`config.mk`:
```
export PLATFORM = sky130hd
export DESIGN_NAME = ldcl_top
export DESIGN_NICKNAME = d
export VERILOG_FILES = /design/src/hdl/ldcl_pkg.sv /design/src/hdl/ldcl_sync.sv /design/src/hdl/ldcl_pump.sv /design/src/hdl/ldcl_top.sv
export VERILOG_INCLUDE_DIRS = /design/src /design/src/hdl
export SDC_FILE = /design/constraint.sdc
export NUM_CORES = 1
export LEC_CHECK = 0
export ABC_CLOCK_PERIOD_IN_PS = 9250
export BUFFER_PORTS_ARGS = -buffer_cell sky130_fd_sc_hd__buf_2
export CAP_MARGIN = 10
export CORE_MARGIN = 2
export CORE_UTILIZATION = 35
export CTS_CLUSTER_SIZE = 30
export DETAILED_ROUTE_END_ITERATION = 16
export PLACE_DENSITY_LB_ADDON = 0.2
export SYNTH_ARGS = -nofsm -noshare
export SYNTH_HDL_FRONTEND = slang
export SYNTH_SLANG_ARGS = --single-unit
```
`constraint.sdc`:
```
create_clock -name core_clk_i -period 9.25 [get_ports core_clk_i]
set_input_delay 0.4625 -clock core_clk_i [delete_from_list [all_inputs] [get_ports core_clk_i]]
set_output_delay 0.4625 -clock core_clk_i [all_outputs]
set_load 0.01 [all_outputs]
```
`src/hdl/ldcl_regs.svh`:
```
// constants of the led driver control logic: sub-addresses, fields, resets, timing
`ifndef LDCL_REGS_SVH
`define LDCL_REGS_SVH

// sub-address codes, low three bits only
`define LDCL_SUB_NONE 3'h0
`define LDCL_SUB_RED_GRN 3'h1
`define LDCL_SUB_BLUE_AUX 3'h2
`define LDCL_SUB_MAIN 3'h3
`define LDCL_SUB_SECONDARY 3'h4
`define LDCL_SUB_AUX_ROUTE 3'h5
`define LDCL_SUB_CAMERA 3'h6
`define LDCL_SUB_OPTIONS 3'h7
`define LDCL_SUB_BITS 3

// reset value of every staged and loaded register
`define LDCL_REG_RESET 8'h00

// options register fields
`define LDCL_OPT_GATE_TGT 1
`define LDCL_OPT_CAM_OVR 2
`define LDCL_OPT_DROP_MASK 3
`define LDCL_OPT_FORCE_HALF 6
`define LDCL_OPT_FORCE_DOUBLE 7

// aux routing codes, two bits per aux output
`define LDCL_ROUTE_AUX 2'h0
`define LDCL_ROUTE_MAIN 2'h1
`define LDCL_ROUTE_SUB 2'h2
`define LDCL_ROUTE_CAM 2'h3

// serial port
`define LDCL_SLAVE_ADDR 7'h1A
`define LDCL_BYTE_BITS 4'h8

// dropout delay: 400 us at 25 MHz, rounded down as a longest time
`define LDCL_CLK_KHZ 25000
`define LDCL_DROP_DELAY_US 400
`define LDCL_DROP_DELAY_CYC (`LDCL_DROP_DELAY_US * `LDCL_CLK_KHZ / 1000)

`endif

```
`src/hdl/ldcl_pkg.sv`:
```
// types shared by the led driver control logic
package ldcl_pkg;

   typedef enum logic [1:0] {
      PUMP_ONE,
      PUMP_ONE_HALF,
      PUMP_DOUBLE
   } ldcl_pump_mode_t;

   typedef enum logic [2:0] {
      SER_IDLE,
      SER_ADDR,
      SER_SUB,
      SER_DATA,
      SER_SKIP
   } ldcl_ser_state_t;

endpackage

```
`src/hdl/ldcl_sync.sv`:
```
// two flip-flop synchroniser for asynchronous pin levels
`timescale 1ns/1ns
module ldcl_sync #(
   parameter int W = 1
) (
   // clock and reset
   input wire logic core_clk_i,
   input wire logic reset_i,
   // levels
   input wire logic [W-1:0] async_i,
   output logic [W-1:0] sync_o
);
   logic [W-1:0] meta_ff;
   logic [W-1:0] sync_ff;

   always_ff @(posedge core_clk_i or posedge reset_i) begin
      if (reset_i) begin
         meta_ff <= '0;
         sync_ff <= '0;
      end else begin
         meta_ff <= async_i;
         sync_ff <= meta_ff;
      end
   end

   assign sync_o = sync_ff;
endmodule // ldcl_sync

```
`src/hdl/ldcl_pump.sv`:
```
// charge-pump mode stepping on sustained dropout, with forced modes
`timescale 1ns/1ns
module ldcl_pump #(
   parameter int unsigned DELAY_CYC = 10000
) (
   // clock and reset
   input wire logic core_clk_i,
   input wire logic reset_i,
   // control
   input wire logic drop_i,
   input wire logic run_i,
   input wire logic mode_rst_i,
   input wire logic force_double_i,
   input wire logic force_half_i,
   // mode
   output ldcl_pkg::ldcl_pump_mode_t mode_o
);
   localparam int CW = $clog2(DELAY_CYC + 1);
   localparam logic [CW-1:0] LIM = CW'(DELAY_CYC - 1);

   ldcl_pkg::ldcl_pump_mode_t auto_ff;
   ldcl_pkg::ldcl_pump_mode_t nxt_auto;
   ldcl_pkg::ldcl_pump_mode_t nxt_mode;
   ldcl_pkg::ldcl_pump_mode_t mode_ff;
   logic [CW-1:0] cnt_ff;

   wire counting = drop_i & run_i & (auto_ff != ldcl_pkg::PUMP_DOUBLE);
   wire expired = counting & (cnt_ff == LIM);

   always_comb begin
      case (auto_ff)
         ldcl_pkg::PUMP_ONE: nxt_auto = ldcl_pkg::PUMP_ONE_HALF;
         ldcl_pkg::PUMP_ONE_HALF: nxt_auto = ldcl_pkg::PUMP_DOUBLE;
         default: nxt_auto = ldcl_pkg::PUMP_DOUBLE;
      endcase
   end

   // force double wins over force one-and-half
   assign nxt_mode = force_double_i ? ldcl_pkg::PUMP_DOUBLE :
                     force_half_i ? ldcl_pkg::PUMP_ONE_HALF : auto_ff;

   // any gap in dropout restarts the delay
   always_ff @(posedge core_clk_i or posedge reset_i) begin
      if (reset_i) begin
         auto_ff <= ldcl_pkg::PUMP_ONE;
         cnt_ff <= '0;
         mode_ff <= ldcl_pkg::PUMP_ONE;
      end else begin
         mode_ff <= nxt_mode;
         if (mode_rst_i) begin
            auto_ff <= ldcl_pkg::PUMP_ONE;
            cnt_ff <= '0;
         end else if (expired) begin
            auto_ff <= nxt_auto;
            cnt_ff <= '0;
         end else if (counting) begin
            cnt_ff <= cnt_ff + 1'b1;
         end else begin
            cnt_ff <= '0;
         end
      end
   end

   assign mode_o = mode_ff;

   a_mode_to_one: assert property (
      @(posedge core_clk_i) disable iff (reset_i)
      mode_rst_i |=> auto_ff == ldcl_pkg::PUMP_ONE)
      else $error("pump mode not returned to 1x");
   a_step_on_expiry: assert property (
      @(posedge core_clk_i) disable iff (reset_i)
      (expired && !mode_rst_i && auto_ff == ldcl_pkg::PUMP_ONE)
      |=> auto_ff == ldcl_pkg::PUMP_ONE_HALF)
      else $error("pump did not step to 1.5x after dropout delay");
   a_hold_without_cause: assert property (
      @(posedge core_clk_i) disable iff (reset_i)
      (!mode_rst_i && !expired) |=> $stable(auto_ff))
      else $error("pump mode changed without cause");
   a_force_double: assert property (
      @(posedge core_clk_i) disable iff (reset_i)
      force_double_i |=> mode_o == ldcl_pkg::PUMP_DOUBLE)
      else $error("forced double mode not applied");
endmodule // ldcl_pump

```
`src/hdl/ldcl_top.sv`:
```
// led driver control logic: serial write port, staged and loaded levels, gating, pump mode
//
// How it works
// serial data sampled on clock rise, msb first, lsb last
// address, sub-address and seven data registers
// ack after address, then sub-address byte, then data byte to that register
// after stop a load pulse copies all staged registers to loaded ones
// host may write several registers before stop so all change together
// static port logic, no minimum serial clock rate, no timeout
// shutdown when no source enabled or logic supply undervoltage
// main and secondary banks use 8-bit codes, zero disables bank
// camera bank uses 4-bit code, zero disables bank
// red, green, blue each 4-bit code, each off when zero
// each aux output routed to aux, camera, secondary or main code
// aux block off only when routing and aux field are both zero
// dropout mask ignores fourth aux and rgb dropout
// camera select low picks low field, high picks high field
// gate target bit: 0 gates rgb, 1 gates secondary display
// gate high lights selected display, low turns it off
// gate has no effect on the unselected display
// overtemperature disables all sources and the pump until cooled
// current-set fault disables all sources and the pump
// pump steps 1x to 1.5x to 2x after dropout delay
// pump returns to 1x on level write or camera select fall
// low three sub-address bits select register; zero selects none
// force double holds 2x over force one-and-half, else dropout logic
// camera override uses high field and ignores camera select
// dropout must last the whole delay; 2x holds until reset event
`timescale 1ns/1ns
`include "ldcl_regs.svh"
module ldcl_top #(
   parameter logic [6:0] SLAVE_ADDR = `LDCL_SLAVE_ADDR,
   parameter int unsigned DROP_DELAY_CYC = `LDCL_DROP_DELAY_CYC
) (
   // clock and reset
   input wire logic core_clk_i,
   input wire logic reset_i,
   // serial port pins
   input wire logic scl_i,
   input wire logic sda_i,
   output logic sda_o,
   output logic sda_oe_o,
   // control pins and analog status
   input wire logic undervoltage_lockout_i,
   input wire logic cam_level_select_i,
   input wire logic display_gate_input_i,
   input wire logic overtemp_i,
   input wire logic current_set_fault_i,
   // dropout flags from current sources
   input wire logic [3:0] drop_main_i,
   input wire logic [1:0] drop_sub_i,
   input wire logic [2:0] drop_rgb_i,
   input wire logic [3:0] drop_cam_i,
   input wire logic [3:0] drop_aux_i,
   // level codes to the current sources
   output logic [7:0] main_code_o,
   output logic [7:0] sub_code_o,
   output logic [3:0] red_code_o,
   output logic [3:0] green_code_o,
   output logic [3:0] blue_code_o,
   output logic [3:0] cam_code_o,
   output logic [31:0] aux_code_o,
   // source enables and chip state
   output logic main_en_o,
   output logic sub_en_o,
   output logic red_en_o,
   output logic green_en_o,
   output logic blue_en_o,
   output logic cam_en_o,
   output logic [3:0] aux_en_o,
   output logic shutdown_o,
   output logic pump_en_o,
   output ldcl_pkg::ldcl_pump_mode_t pump_mode_o
);
   // synchronised pins
   logic [23:0] pin_s;
   logic scl_s, sda_s, undervoltage_lockout_s, cam_sel_s, gate_s, overtemp_s, rset_fault_s;
   logic [16:0] drop_s;

   ldcl_sync #(.W(24)) u_sync (
      .core_clk_i(core_clk_i),
      .reset_i(reset_i),
      .async_i({drop_aux_i, drop_cam_i, drop_rgb_i, drop_sub_i, drop_main_i,
                current_set_fault_i, overtemp_i, display_gate_input_i,
                cam_level_select_i, undervoltage_lockout_i, sda_i, scl_i}),
      .sync_o(pin_s)
   );

   assign {drop_s, rset_fault_s, overtemp_s, gate_s, cam_sel_s, undervoltage_lockout_s, sda_s, scl_s} = pin_s;

   // serial receiver
   logic scl_q_ff, sda_q_ff, cam_sel_q_ff;
   ldcl_pkg::ldcl_ser_state_t state_ff;
   logic [3:0] bitcnt_ff;
   logic [7:0] shift_ff;
   logic [2:0] sub_ff;
   logic ack_ff, wr_stb_ff, pend_ff, load_ff, sda_out_ff;

   wire scl_rise = scl_s & ~scl_q_ff;
   wire scl_fall = ~scl_s & scl_q_ff;
   wire start_det = scl_s & scl_q_ff & sda_q_ff & ~sda_s;
   wire stop_det = scl_s & scl_q_ff & ~sda_q_ff & sda_s;
   wire receiving = (state_ff == ldcl_pkg::SER_ADDR) | (state_ff == ldcl_pkg::SER_SUB) |
                    (state_ff == ldcl_pkg::SER_DATA);
   wire take_bit = scl_rise & ~ack_ff & receiving;
   wire byte_done = scl_fall & ~ack_ff & (bitcnt_ff == `LDCL_BYTE_BITS);
   wire addr_hit = (shift_ff[7:1] == SLAVE_ADDR) & ~shift_ff[0];
   wire sub_valid = sub_ff != `LDCL_SUB_NONE;

   always_ff @(posedge core_clk_i or posedge reset_i) begin
      if (reset_i) begin
         scl_q_ff <= 1'b0;
         sda_q_ff <= 1'b0;
         cam_sel_q_ff <= 1'b0;
      end else begin
         scl_q_ff <= scl_s;
         sda_q_ff <= sda_s;
         cam_sel_q_ff <= cam_sel_s;
      end
   end

   // no timeout anywhere: state simply waits for the next edge
   always_ff @(posedge core_clk_i or posedge reset_i) begin
      if (reset_i) begin
         state_ff <= ldcl_pkg::SER_IDLE;
         bitcnt_ff <= 4'h0;
         shift_ff <= 8'h00;
         sub_ff <= 3'h0;
         ack_ff <= 1'b0;
         wr_stb_ff <= 1'b0;
         pend_ff <= 1'b0;
         load_ff <= 1'b0;
      end else begin
         wr_stb_ff <= 1'b0;
         load_ff <= 1'b0;
         if (undervoltage_lockout_s) begin
            state_ff <= ldcl_pkg::SER_IDLE;
            ack_ff <= 1'b0;
            pend_ff <= 1'b0;
         end else if (start_det) begin
            state_ff <= ldcl_pkg::SER_ADDR;
            bitcnt_ff <= 4'h0;
            ack_ff <= 1'b0;
         end else if (stop_det) begin
            state_ff <= ldcl_pkg::SER_IDLE;
            ack_ff <= 1'b0;
            load_ff <= pend_ff;
            pend_ff <= 1'b0;
         end else begin
            if (take_bit) begin
               shift_ff <= {shift_ff[6:0], sda_s};
               bitcnt_ff <= bitcnt_ff + 4'h1;
            end
            if (scl_fall & ack_ff) begin
               ack_ff <= 1'b0;
            end
            if (byte_done) begin
               bitcnt_ff <= 4'h0;
               case (state_ff)
                  ldcl_pkg::SER_ADDR: begin
                     ack_ff <= addr_hit;
                     state_ff <= addr_hit ? ldcl_pkg::SER_SUB : ldcl_pkg::SER_SKIP;
                  end
                  ldcl_pkg::SER_SUB: begin
                     sub_ff <= shift_ff[`LDCL_SUB_BITS-1:0];
                     ack_ff <= 1'b1;
                     state_ff <= ldcl_pkg::SER_DATA;
                  end
                  ldcl_pkg::SER_DATA: begin
                     ack_ff <= 1'b1;
                     wr_stb_ff <= sub_valid;
                     pend_ff <= pend_ff | sub_valid;
                     state_ff <= ldcl_pkg::SER_SUB;
                  end
                  default: begin
                     state_ff <= state_ff;
                  end
               endcase
            end
         end
      end
   end

   // staged and loaded registers, undervoltage clears both
   logic [7:0] stage_ff [1:7];
   logic [7:0] dac_ff [1:7];

   generate
      for (genvar r = 1; r <= 7; r++) begin : g_reg
         always_ff @(posedge core_clk_i or posedge reset_i) begin
            if (reset_i) begin
               stage_ff[r] <= `LDCL_REG_RESET;
               dac_ff[r] <= `LDCL_REG_RESET;
            end else if (undervoltage_lockout_s) begin
               stage_ff[r] <= `LDCL_REG_RESET;
               dac_ff[r] <= `LDCL_REG_RESET;
            end else begin
               if (wr_stb_ff && sub_ff == 3'(r)) begin
                  stage_ff[r] <= shift_ff;
               end
               if (load_ff) begin
                  dac_ff[r] <= stage_ff[r];
               end
            end
         end
      end
   endgenerate

   // decoded fields of the loaded registers
   wire [3:0] red_lvl = dac_ff[`LDCL_SUB_RED_GRN][3:0];
   wire [3:0] grn_lvl = dac_ff[`LDCL_SUB_RED_GRN][7:4];
   wire [3:0] blu_lvl = dac_ff[`LDCL_SUB_BLUE_AUX][3:0];
   wire [3:0] aux_lvl = dac_ff[`LDCL_SUB_BLUE_AUX][7:4];
   wire [7:0] main_lvl = dac_ff[`LDCL_SUB_MAIN];
   wire [7:0] sub_lvl = dac_ff[`LDCL_SUB_SECONDARY];
   wire [7:0] aux_route = dac_ff[`LDCL_SUB_AUX_ROUTE];
   wire [7:0] cam_reg = dac_ff[`LDCL_SUB_CAMERA];
   wire [7:0] opts = dac_ff[`LDCL_SUB_OPTIONS];

   wire cam_hi = opts[`LDCL_OPT_CAM_OVR] | cam_sel_s;
   wire [3:0] cam_lvl = cam_hi ? cam_reg[7:4] : cam_reg[3:0];
   wire gate_sub = opts[`LDCL_OPT_GATE_TGT];
   wire rgb_gate = gate_sub | gate_s;
   wire sub_gate = ~gate_sub | gate_s;
   wire fault = overtemp_s | rset_fault_s;

   wire main_on = |main_lvl;
   wire sub_on = (|sub_lvl) & sub_gate;
   wire red_on = (|red_lvl) & rgb_gate;
   wire grn_on = (|grn_lvl) & rgb_gate;
   wire blu_on = (|blu_lvl) & rgb_gate;
   wire cam_on = |cam_lvl;
   wire aux_blk_on = (|aux_route) | (|aux_lvl);

   logic [31:0] nxt_aux_code;
   logic [3:0] aux_on;

   generate
      for (genvar a = 0; a < 4; a++) begin : g_aux
         wire [1:0] sel = aux_route[2*a+1:2*a];
         assign nxt_aux_code[8*a+7:8*a] =
            (sel == `LDCL_ROUTE_MAIN) ? main_lvl :
            (sel == `LDCL_ROUTE_SUB) ? sub_lvl :
            (sel == `LDCL_ROUTE_CAM) ? {4'h0, cam_lvl} : {4'h0, aux_lvl};
         assign aux_on[a] = aux_blk_on & (|nxt_aux_code[8*a+7:8*a]);
      end
   endgenerate

   wire any_on = main_on | sub_on | red_on | grn_on | blu_on | cam_on | (|aux_on);
   wire nxt_shutdown = ~any_on | undervoltage_lockout_s;
   wire live = ~nxt_shutdown & ~fault;

   // dropout from enabled sources only; mask drops rgb and fourth aux
   logic [16:0] en_vec;
   wire [16:0] drop_mask = opts[`LDCL_OPT_DROP_MASK] ? 17'h0FE3F : 17'h1FFFF;
   wire drop_any = |(drop_s & en_vec & drop_mask);
   wire cam_sel_fall = cam_sel_q_ff & ~cam_sel_s;
   wire lvl_write = wr_stb_ff & (sub_ff != `LDCL_SUB_OPTIONS);
   wire mode_rst = lvl_write | cam_sel_fall | undervoltage_lockout_s;

   always_ff @(posedge core_clk_i or posedge reset_i) begin
      if (reset_i) begin
         main_code_o <= 8'h00;
         sub_code_o <= 8'h00;
         red_code_o <= 4'h0;
         green_code_o <= 4'h0;
         blue_code_o <= 4'h0;
         cam_code_o <= 4'h0;
         aux_code_o <= 32'h00000000;
      end else begin
         main_code_o <= main_lvl;
         sub_code_o <= sub_lvl;
         red_code_o <= red_lvl;
         green_code_o <= grn_lvl;
         blue_code_o <= blu_lvl;
         cam_code_o <= cam_lvl;
         aux_code_o <= nxt_aux_code;
      end
   end

   always_ff @(posedge core_clk_i or posedge reset_i) begin
      if (reset_i) begin
         en_vec <= 17'h00000;
         shutdown_o <= 1'b1;
         pump_en_o <= 1'b0;
         sda_out_ff <= 1'b0;
      end else begin
         en_vec <= {{4{live}} & aux_on, {4{live & cam_on}}, live & blu_on, live & grn_on,
                    live & red_on, {2{live & sub_on}}, {4{live & main_on}}};
         shutdown_o <= nxt_shutdown;
         pump_en_o <= live;
         sda_out_ff <= 1'b0;
      end
   end

   assign main_en_o = en_vec[0];
   assign sub_en_o = en_vec[4];
   assign red_en_o = en_vec[6];
   assign green_en_o = en_vec[7];
   assign blue_en_o = en_vec[8];
   assign cam_en_o = en_vec[9];
   assign aux_en_o = en_vec[16:13];
   assign sda_o = sda_out_ff;
   assign sda_oe_o = ack_ff;

   ldcl_pump #(.DELAY_CYC(DROP_DELAY_CYC)) u_pump (
      .core_clk_i(core_clk_i),
      .reset_i(reset_i),
      .drop_i(drop_any),
      .run_i(pump_en_o),
      .mode_rst_i(mode_rst),
      .force_double_i(opts[`LDCL_OPT_FORCE_DOUBLE]),
      .force_half_i(opts[`LDCL_OPT_FORCE_HALF]),
      .mode_o(pump_mode_o)
   );

   a_msb_first_shift: assert property (
      @(posedge core_clk_i) disable iff (reset_i)
      (take_bit && !start_det && !stop_det && !undervoltage_lockout_s) |=> shift_ff[0] == $past(sda_s))
      else $error("serial bit not shifted in at lsb end");
   a_ack_on_address: assert property (
      @(posedge core_clk_i) disable iff (reset_i)
      (byte_done && state_ff == ldcl_pkg::SER_ADDR && addr_hit && !start_det && !stop_det
       && !undervoltage_lockout_s) |=> sda_oe_o && state_ff == ldcl_pkg::SER_SUB)
      else $error("address byte not acknowledged");
   a_load_after_stop: assert property (
      @(posedge core_clk_i) disable iff (reset_i)
      (stop_det && pend_ff && !undervoltage_lockout_s) |=> load_ff ##1 dac_ff[1] == $past(stage_ff[1]))
      else $error("load pulse missing after stop");
   a_levels_held: assert property (
      @(posedge core_clk_i) disable iff (reset_i)
      (!load_ff && !undervoltage_lockout_s) |=> $stable(dac_ff[`LDCL_SUB_MAIN]))
      else $error("loaded level changed without load pulse");
   a_sub_none_ignored: assert property (
      @(posedge core_clk_i) disable iff (reset_i)
      (wr_stb_ff == 1'b0 || sub_ff != 3'h1) && !undervoltage_lockout_s |=> $stable(stage_ff[1]))
      else $error("staged register written without its sub-address");
   a_undervoltage_lockout_shutdown: assert property (
      @(posedge core_clk_i) disable iff (reset_i)
      undervoltage_lockout_s |=> shutdown_o && !main_en_o && aux_en_o == 4'h0)
      else $error("undervoltage did not shut down");
   a_main_zero_off: assert property (
      @(posedge core_clk_i) disable iff (reset_i)
      main_lvl == 8'h00 |=> !main_en_o)
      else $error("main bank enabled with zero code");
   a_gate_rgb_off: assert property (
      @(posedge core_clk_i) disable iff (reset_i)
      (!gate_sub && !gate_s) |=> !red_en_o && !green_en_o && !blue_en_o)
      else $error("rgb lit while gated off");
   a_cam_field_pick: assert property (
      @(posedge core_clk_i) disable iff (reset_i)
      (!opts[`LDCL_OPT_CAM_OVR] && !cam_sel_s) |=> cam_code_o == $past(cam_reg[3:0]))
      else $error("camera low field not selected");
   a_fault_all_off: assert property (
      @(posedge core_clk_i) disable iff (reset_i)
      fault |=> !pump_en_o && en_vec == 17'h00000)
      else $error("sources or pump on during fault");
   a_drop_masked: assert property (
      @(posedge core_clk_i) disable iff (reset_i)
      (opts[`LDCL_OPT_DROP_MASK] && (drop_s[5:0] & en_vec[5:0]) == 6'h00
       && (drop_s[15:9] & en_vec[15:9]) == 7'h00) |-> !drop_any)
      else $error("masked dropout reached the pump");
endmodule // ldcl_top

```
# After elaboration in Yosys (flattened, before gate mapping)
# Cells that the tools add are included.
[totals]
reg_bits = 286
inputBits = 26
out_inout_bits = 80
elab_cells = 260
[op_classes]
addsub = 2
eq_ne = 29
n_mux = 79
n_bitwise = 67
reduce_logical = 43
[ops]
columns = ["operator", "n"]
rows = [
  ["8-bit two-way mux", 36],
  ["8-bit OR reduction", 7],
  ["14-bit two-way mux", 3],
  ["4-bit two-way mux", 9],
  ["17-bit AND", 2],
  ["1-bit AND", 33],
  ["4-bit OR reduction", 6],
  ["1-bit two-way mux", 18],
  ["2-bit nonzero test", 9],
  ["17-bit two-way mux", 1],
  ["1-bit OR", 17],
  ["17-bit OR reduction", 1],
  ["2-bit equality test (second input constant)", 8],
  ["3-bit two-way mux", 5],
  ["14-bit by 1-bit adder with 14-bit output (second input constant)", 1],
  ["14-bit equality test (second input constant)", 1],
  ["1-bit NOT", 14],
  ["3-bit by 2-bit equality test with 1-bit output (second input constant)", 4],
  ["3-bit equality test (second input constant)", 4],
  ["3-bit nonzero test", 4],
  ["2-bit two-way mux", 5],
  ["3-bit case mux with 3 select lines", 1],
  ["2-bit by 1-bit equality test with 1-bit output (second input constant)", 4],
  ["7-bit by 5-bit equality test with 1-bit output (second input constant)", 1],
  ["other kinds (17)", 26],
]

# Logic depth before layout (Yosys ltp)
[depth]
depth_word = 14
ltp_mapped = 7
mapped_depth_nobuf = 7

# By module
# Synthesis repeated with hierarchy kept, for this count alone.
[unflattened]
hier_cells = 864
area_unflattened_um2 = 10512.6
[by_module_without_submodules]
columns = ["mod", "instances", "cells_per_inst", "area_each_um2", "seq_area_each_um2"]
rows = [
  ["ldcl_top", 1, 727, 8410.6, 5181.2],
  ["ldcl_sync", 1, 49, 1204.9, 1201.2],
  ["ldcl_pump", 1, 88, 897.1, 450.4],
]

# Least setup slack after synthesis
# Ideal clock, no wire load.
[synth_timing]
kind = "register to register"
start = "register dac_ff, in the netlist opts[2]"
end = "register pump_en_o"
setup_time_ps = 151
arrival_ps = 1754
t_required_ps = 9099
path_slack_ps = 7345
stages_incl_launch_ff = 7
path_buffers = 0
synth_period_minus_slack_ps = 1905
cell_sequence = "dfrtp_1 o21a_1 a21oi_2 inv_2 mux4_2 nor4_4 a41oi_1"
[synth_between]
elab_chain_cells = 13
elab_cells_between_ends = 30
cone_classes = "mux (13); bitwise (11); reduce/logical (6)"
[synth_rtl]
columns = ["item", "line", "text"]
rows = [
  ["from (decl)", "ldcl_top.sv:186", "logic [7:0] dac_ff [1:7];"],
  ["from (signal, indexed assignment)", "ldcl_top.sv:193", "dac_ff[r] <= `LDCL_REG_RESET;"],
  ["from (signal, indexed assignment)", "ldcl_top.sv:196", "dac_ff[r] <= `LDCL_REG_RESET;"],
  ["from (signal, indexed assignment)", "ldcl_top.sv:202", "dac_ff[r] <= stage_ff[r];"],
  ["1-bit OR", "ldcl_top.sv:220", "wire cam_hi = opts[`LDCL_OPT_CAM_OVR] | cam_sel_s;"],
  ["4-bit two-way mux", "ldcl_top.sv:221", "wire [3:0] cam_lvl = cam_hi ? cam_reg[7:4] : cam_reg[3:0];"],
  ["named net cam_lvl[1]", "ldcl_top.sv:221", ""],
  ["4-bit two-way mux", "ldcl_top.sv:244", "(sel == `LDCL_ROUTE_CAM) ? {4'h0, cam_lvl} : {4'h0, aux_lvl};"],
  ["8-bit two-way mux", "ldcl_top.sv:243", "(sel == `LDCL_ROUTE_SUB) ? sub_lvl :"],
  ["8-bit two-way mux", "ldcl_top.sv:242", "(sel == `LDCL_ROUTE_MAIN) ? main_lvl :"],
  ["named net nxt_aux_code[9]", "ldcl_top.sv:235", "logic [31:0] nxt_aux_code;"],
  ["8-bit OR reduction", "ldcl_top.sv:245", "assign aux_on[a] = aux_blk_on & (|nxt_aux_code[8*a+7:8*a]);"],
  ["1-bit AND", "ldcl_top.sv:245", ""],
  ["4-bit OR reduction", "ldcl_top.sv:249", "wire any_on = main_on | sub_on | red_on | grn_on | blu_on | cam_on | (|aux_on);"],
  ["1-bit OR", "ldcl_top.sv:249", ""],
  ["1-bit NOT", "ldcl_top.sv:250", "wire nxt_shutdown = ~any_on | undervoltage_lockout_s;"],
  ["1-bit OR", "ldcl_top.sv:250", ""],
  ["1-bit NOT", "ldcl_top.sv:251", "wire live = ~nxt_shutdown & ~fault;"],
  ["1-bit AND", "ldcl_top.sv:251", ""],
  ["named net live", "ldcl_top.sv:251", ""],
  ["to (signal assigned)", "ldcl_top.sv:291", "pump_en_o <= live;"],
  ["to (decl)", "ldcl_top.sv:72", "output logic pump_en_o,"],
]
# The timed path passes the listed nets, and every way through them passes these cells.
# A chain may end at the register's enable or synchronous reset.

# Worst setup path in the final report
[layout_timing]
start = "register u_sync.sync_ff[2], in the netlist u_sync.sync_o[2]"
end = "register shift_ff[1]"
[layout_between]
elab_chain_cells = 2
[layout_rtl]
columns = ["item", "line", "text"]
rows = [
  ["from (decl)", "ldcl_sync.sv:14", "logic [W-1:0] sync_ff;"],
  ["from (signal assigned)", "ldcl_sync.sv:22", "sync_ff <= meta_ff;"],
  ["1-bit NOT (no line)", "--", ""],
  ["4-bit AND reduction (no line)", "--", ""],
  ["to (signal assigned)", "ldcl_top.sv:151", "shift_ff <= {shift_ff[6:0], sda_s};"],
  ["to (decl)", "ldcl_top.sv:95", "logic [7:0] shift_ff;"],
]
# No other way between the ends.

==> summary.md <==
| Metric | Value |
|---|---|
| Run status | complete, no violations |
| Drt total wl | 24700 um |
| Num CTS Buffers | 30 |
| Hold Path Class | primary input to register |
| Initial DRT Pass Iterations | 5 |
| Final ANT Viol Nets | 0 |
| CP endpoint kind | register |
| Worst EP required | 9.68 ns |
| Clk slew on worst S/H paths | 0.06 ns |
| Primary FF master, synth | dfrtp_1 |
| Via density | 4.92 |
| Initial Util | 35.5% |
| Sink Count | 273 |
| Mapped Avg Cell Area | 11.9 um2 |
| Iter 0 DRT Violations | 544 |
| Ports | 106 |
| Die Area | 31400 um2 |
| # port buffers | 104 |
| Initial antenna violation count | 0 |
| Worst setup path class | register to register |
| CTS tree | built |
| Slew HR | 31.7% |
| Syn. warnings | 0 |
| Worst slack, placed | 6.70 ns |
| Final hold vios | 0 |
| Final Skew | 0.00704 ns |
| Worst setup SP type | register |
| Yosys reg bits | 273 |
| CTS max path bufs | 3 |
| Design area | 12400 um2 |
| Top Registers | stage_ff (53), aux_code_o (32) |
| Placeable Area | 29600 um2 |
| Drt wl/cell | 17.7 um |
| Library cells used by synthesis | 67 |
| HPWL after DPL | 16300 um |
| Placed cell areas | 11400 um2 |
| Syn Std Cell Area | 10500 um2 |
| Total Routing Usage GR | 15.9% |
| Final estimated routing congestion in global placement | 0.802 |
| Setup Fix Bufs, Post-CTS | 0 |
| WHS | 0.0273 ns |
| Syn nets | 911 |
| Cts repair resizes | 0 |
| Setup ws final | 6.72 ns |
| Post-layout net count | 1013 |
| Pin count of the biggest net entering global routing | 130 |
| First-pass GRT wire length | 39500 um |
| Gr ovfl total | 0 |
| Count of final setup violators | 0 |
| Setup TNS | 0 ns |
| Final min period | 2.53 ns |
| Chip Width | 177 um |
| Synth top area share | 64.9% |
| Maximum vdd drop | 144 uV |
| Biggest register | stage_ff |
| Diode count | 0 |
| Cell with the largest stage delay on the worst path | buf_4 |
| Final Power | 2.45 mW |
| CP Data Arrival Time | 2.96 ns |
| Area Growth Syn to Fin | 18.2% |
| Layout fillers | 2857 |
| H-tree depth | 1 |
| Worst slew pin tran | 1.02 ns |
| Clk Latency, worst-skew pair | 0.54 ns |
| Synth area leader | dfrtp_1 |
| Vias in the first global route | 6834 |
| Seq. cell area | 6840 um2 |
| Hold buffers post-CTS | 7 |
| Synth async-reset ratio | 100% |
| Die height | 177 um |
| Largest cells by area after synthesis | dfrtp_1 65%, mux2i_1 6.2%, nand2_1 4.0%, nor2_1 3.6%, a21oi_1 2.8% |
| Area of the multi-input gates | 3420 um2 |
| Seq/Total Area, Yosys | 65.1% |
| RSZ-0062 raised after global routing | false |
| Share of layout cells above drive strength 1 | 18.4% |
| Placed Cells | 1334 |
| Crit Path Max Fanout | 81 |
| # DRC | 0 |
| Pwr dens | 197 nW/um2 |
| Vias | 6876 |
| Fin util | 41.9% |
| Max Cap Viol | 0 |
| Clock Tree Root | clkbuf_16 |
| Final Non-Filler Cells | 1397 |
| Post-synth EDFFs | 0 |
| Row Count | 63 |
| Tcrit/Tclk final | 27.3% |
| Sequence of cells on the critical path | buf_4, a31oi_1, nand2_1, mux2_2 |
| CP top delay family | buffers and inverters |
| Max FFs per register | 53 |
| Crit path buffers/inverters | 1 |
| Pleak | 5.71 nW |
| Fin. max-slew vios | 0 |
| Cells after Synth | 882 |
| CP max stage delay | 0.75 ns |
| FMAX | 0.396 GHz |
==> synthesized netlist by cell type, drive strengths merged (8+ instances only) <==
cell / n
clkbuf: 37
inv: 14
nor4: 16
nand3: 11
nand2: 113
a21oi: 60
o21ai: 17
buf: 9
nand2b: 11
a22o: 16
dfrtp: 272
and3: 8
xnor2: 9
nor2: 101
mux2i: 65
nor2b: 17
mux2: 14
==> layer usage <==
layer | track usage, % | routed length [um]
met5 | 0 | 0
met4 | 4.13 | 431
met3 | 2.45 | 1180
met2 | 23.7 | 11000
met1 | 24.2 | 12100
==> cells in the final DEF (no fill, tap or decap), drive strengths merged, types with 6 or more instances in the layout <==
cell type / instances
a21oi: 60
a222oi: 6
a22o: 16
and3: 8
buf: 108
clkbuf: 48
clkinv: 6
dfrtp: 272
dlygate4sd3: 8
inv: 14
mux2: 14
mux2i: 65
nand2: 113
nand2b: 11
nand3: 11
nor2: 101
nor2b: 17
nor4: 16
o21ai: 17
xnor2: 9
==> worst register-to-register path: cells and delay by family (launching register included) <==
family	cells	cell delay [ns]
buffers and inverters	1	0.76
DFF	1	0.67
muxes	1	0.38
and+or+nand+nor	1	0.37
AOI/OAI and AO/OA	1	0.24
==> worst paths after layout <==
kind / from / to / slack, ns / cells after the start
worst max-delay path: u_sync.sync_o[2] / shift_ff[1] / 6.72 / 4
worst min-delay path: overtemp_i / u_sync.meta_ff[5] / 0.03 / 1
worst max register to register: u_sync.sync_o[2] / shift_ff[1] / 6.72 / 4
worst min register to register: u_sync.meta_ff[15] / u_sync.sync_o[15] / 0.35 / 0
max in group asynchronous: reset_i / load_ff / 7.60 / 3
min in group asynchronous: reset_i / sub_code_o[0] / 0.09 / 2
==> power by group <==
| part | leakage [nW] | internal, mW | switching (mW) | total (mW) |
|---|---|---|---|---|
| Combinational | 1.55 | 0.0194 | 0.0415 | 0.0609 |
| Clock | 0.474 | 0.676 | 0.460 | 1.14 |
| Sequential | 3.68 | 1.22 | 0.0346 | 1.25 |
==> layout make-up <==
cell class / instances / share of cell area (%)
clock buffers: 48 / 7.42
flip-flops and latches: 273 / 55.2
inverters: 14 / 0.484
multi-input cells: 549 / 27.6
well taps: 390 / 3.94
repair buffers: 116 / 5.09
clock inverters: 7 / 0.333
==> cell families (layout without fill, tap and decap cells) <==
group / count (synthesis) / after routing / synth area share (%)
buffers and inverters: 60 / 185 / 2.27
muxes: 81 / 81 / 8.13
xor gates and xnor gates: 14 / 14 / 1.17
other: 1 / 1 / 0.0357
and+or+nand+nor: 304 / 304 / 13.6
adders and majority gates: 3 / 3 / 0.358
AOI/OAI and AO/OA: 146 / 146 / 9.31
DFF: 273 / 273 / 65.1
(Power assumes the default switching activity.)
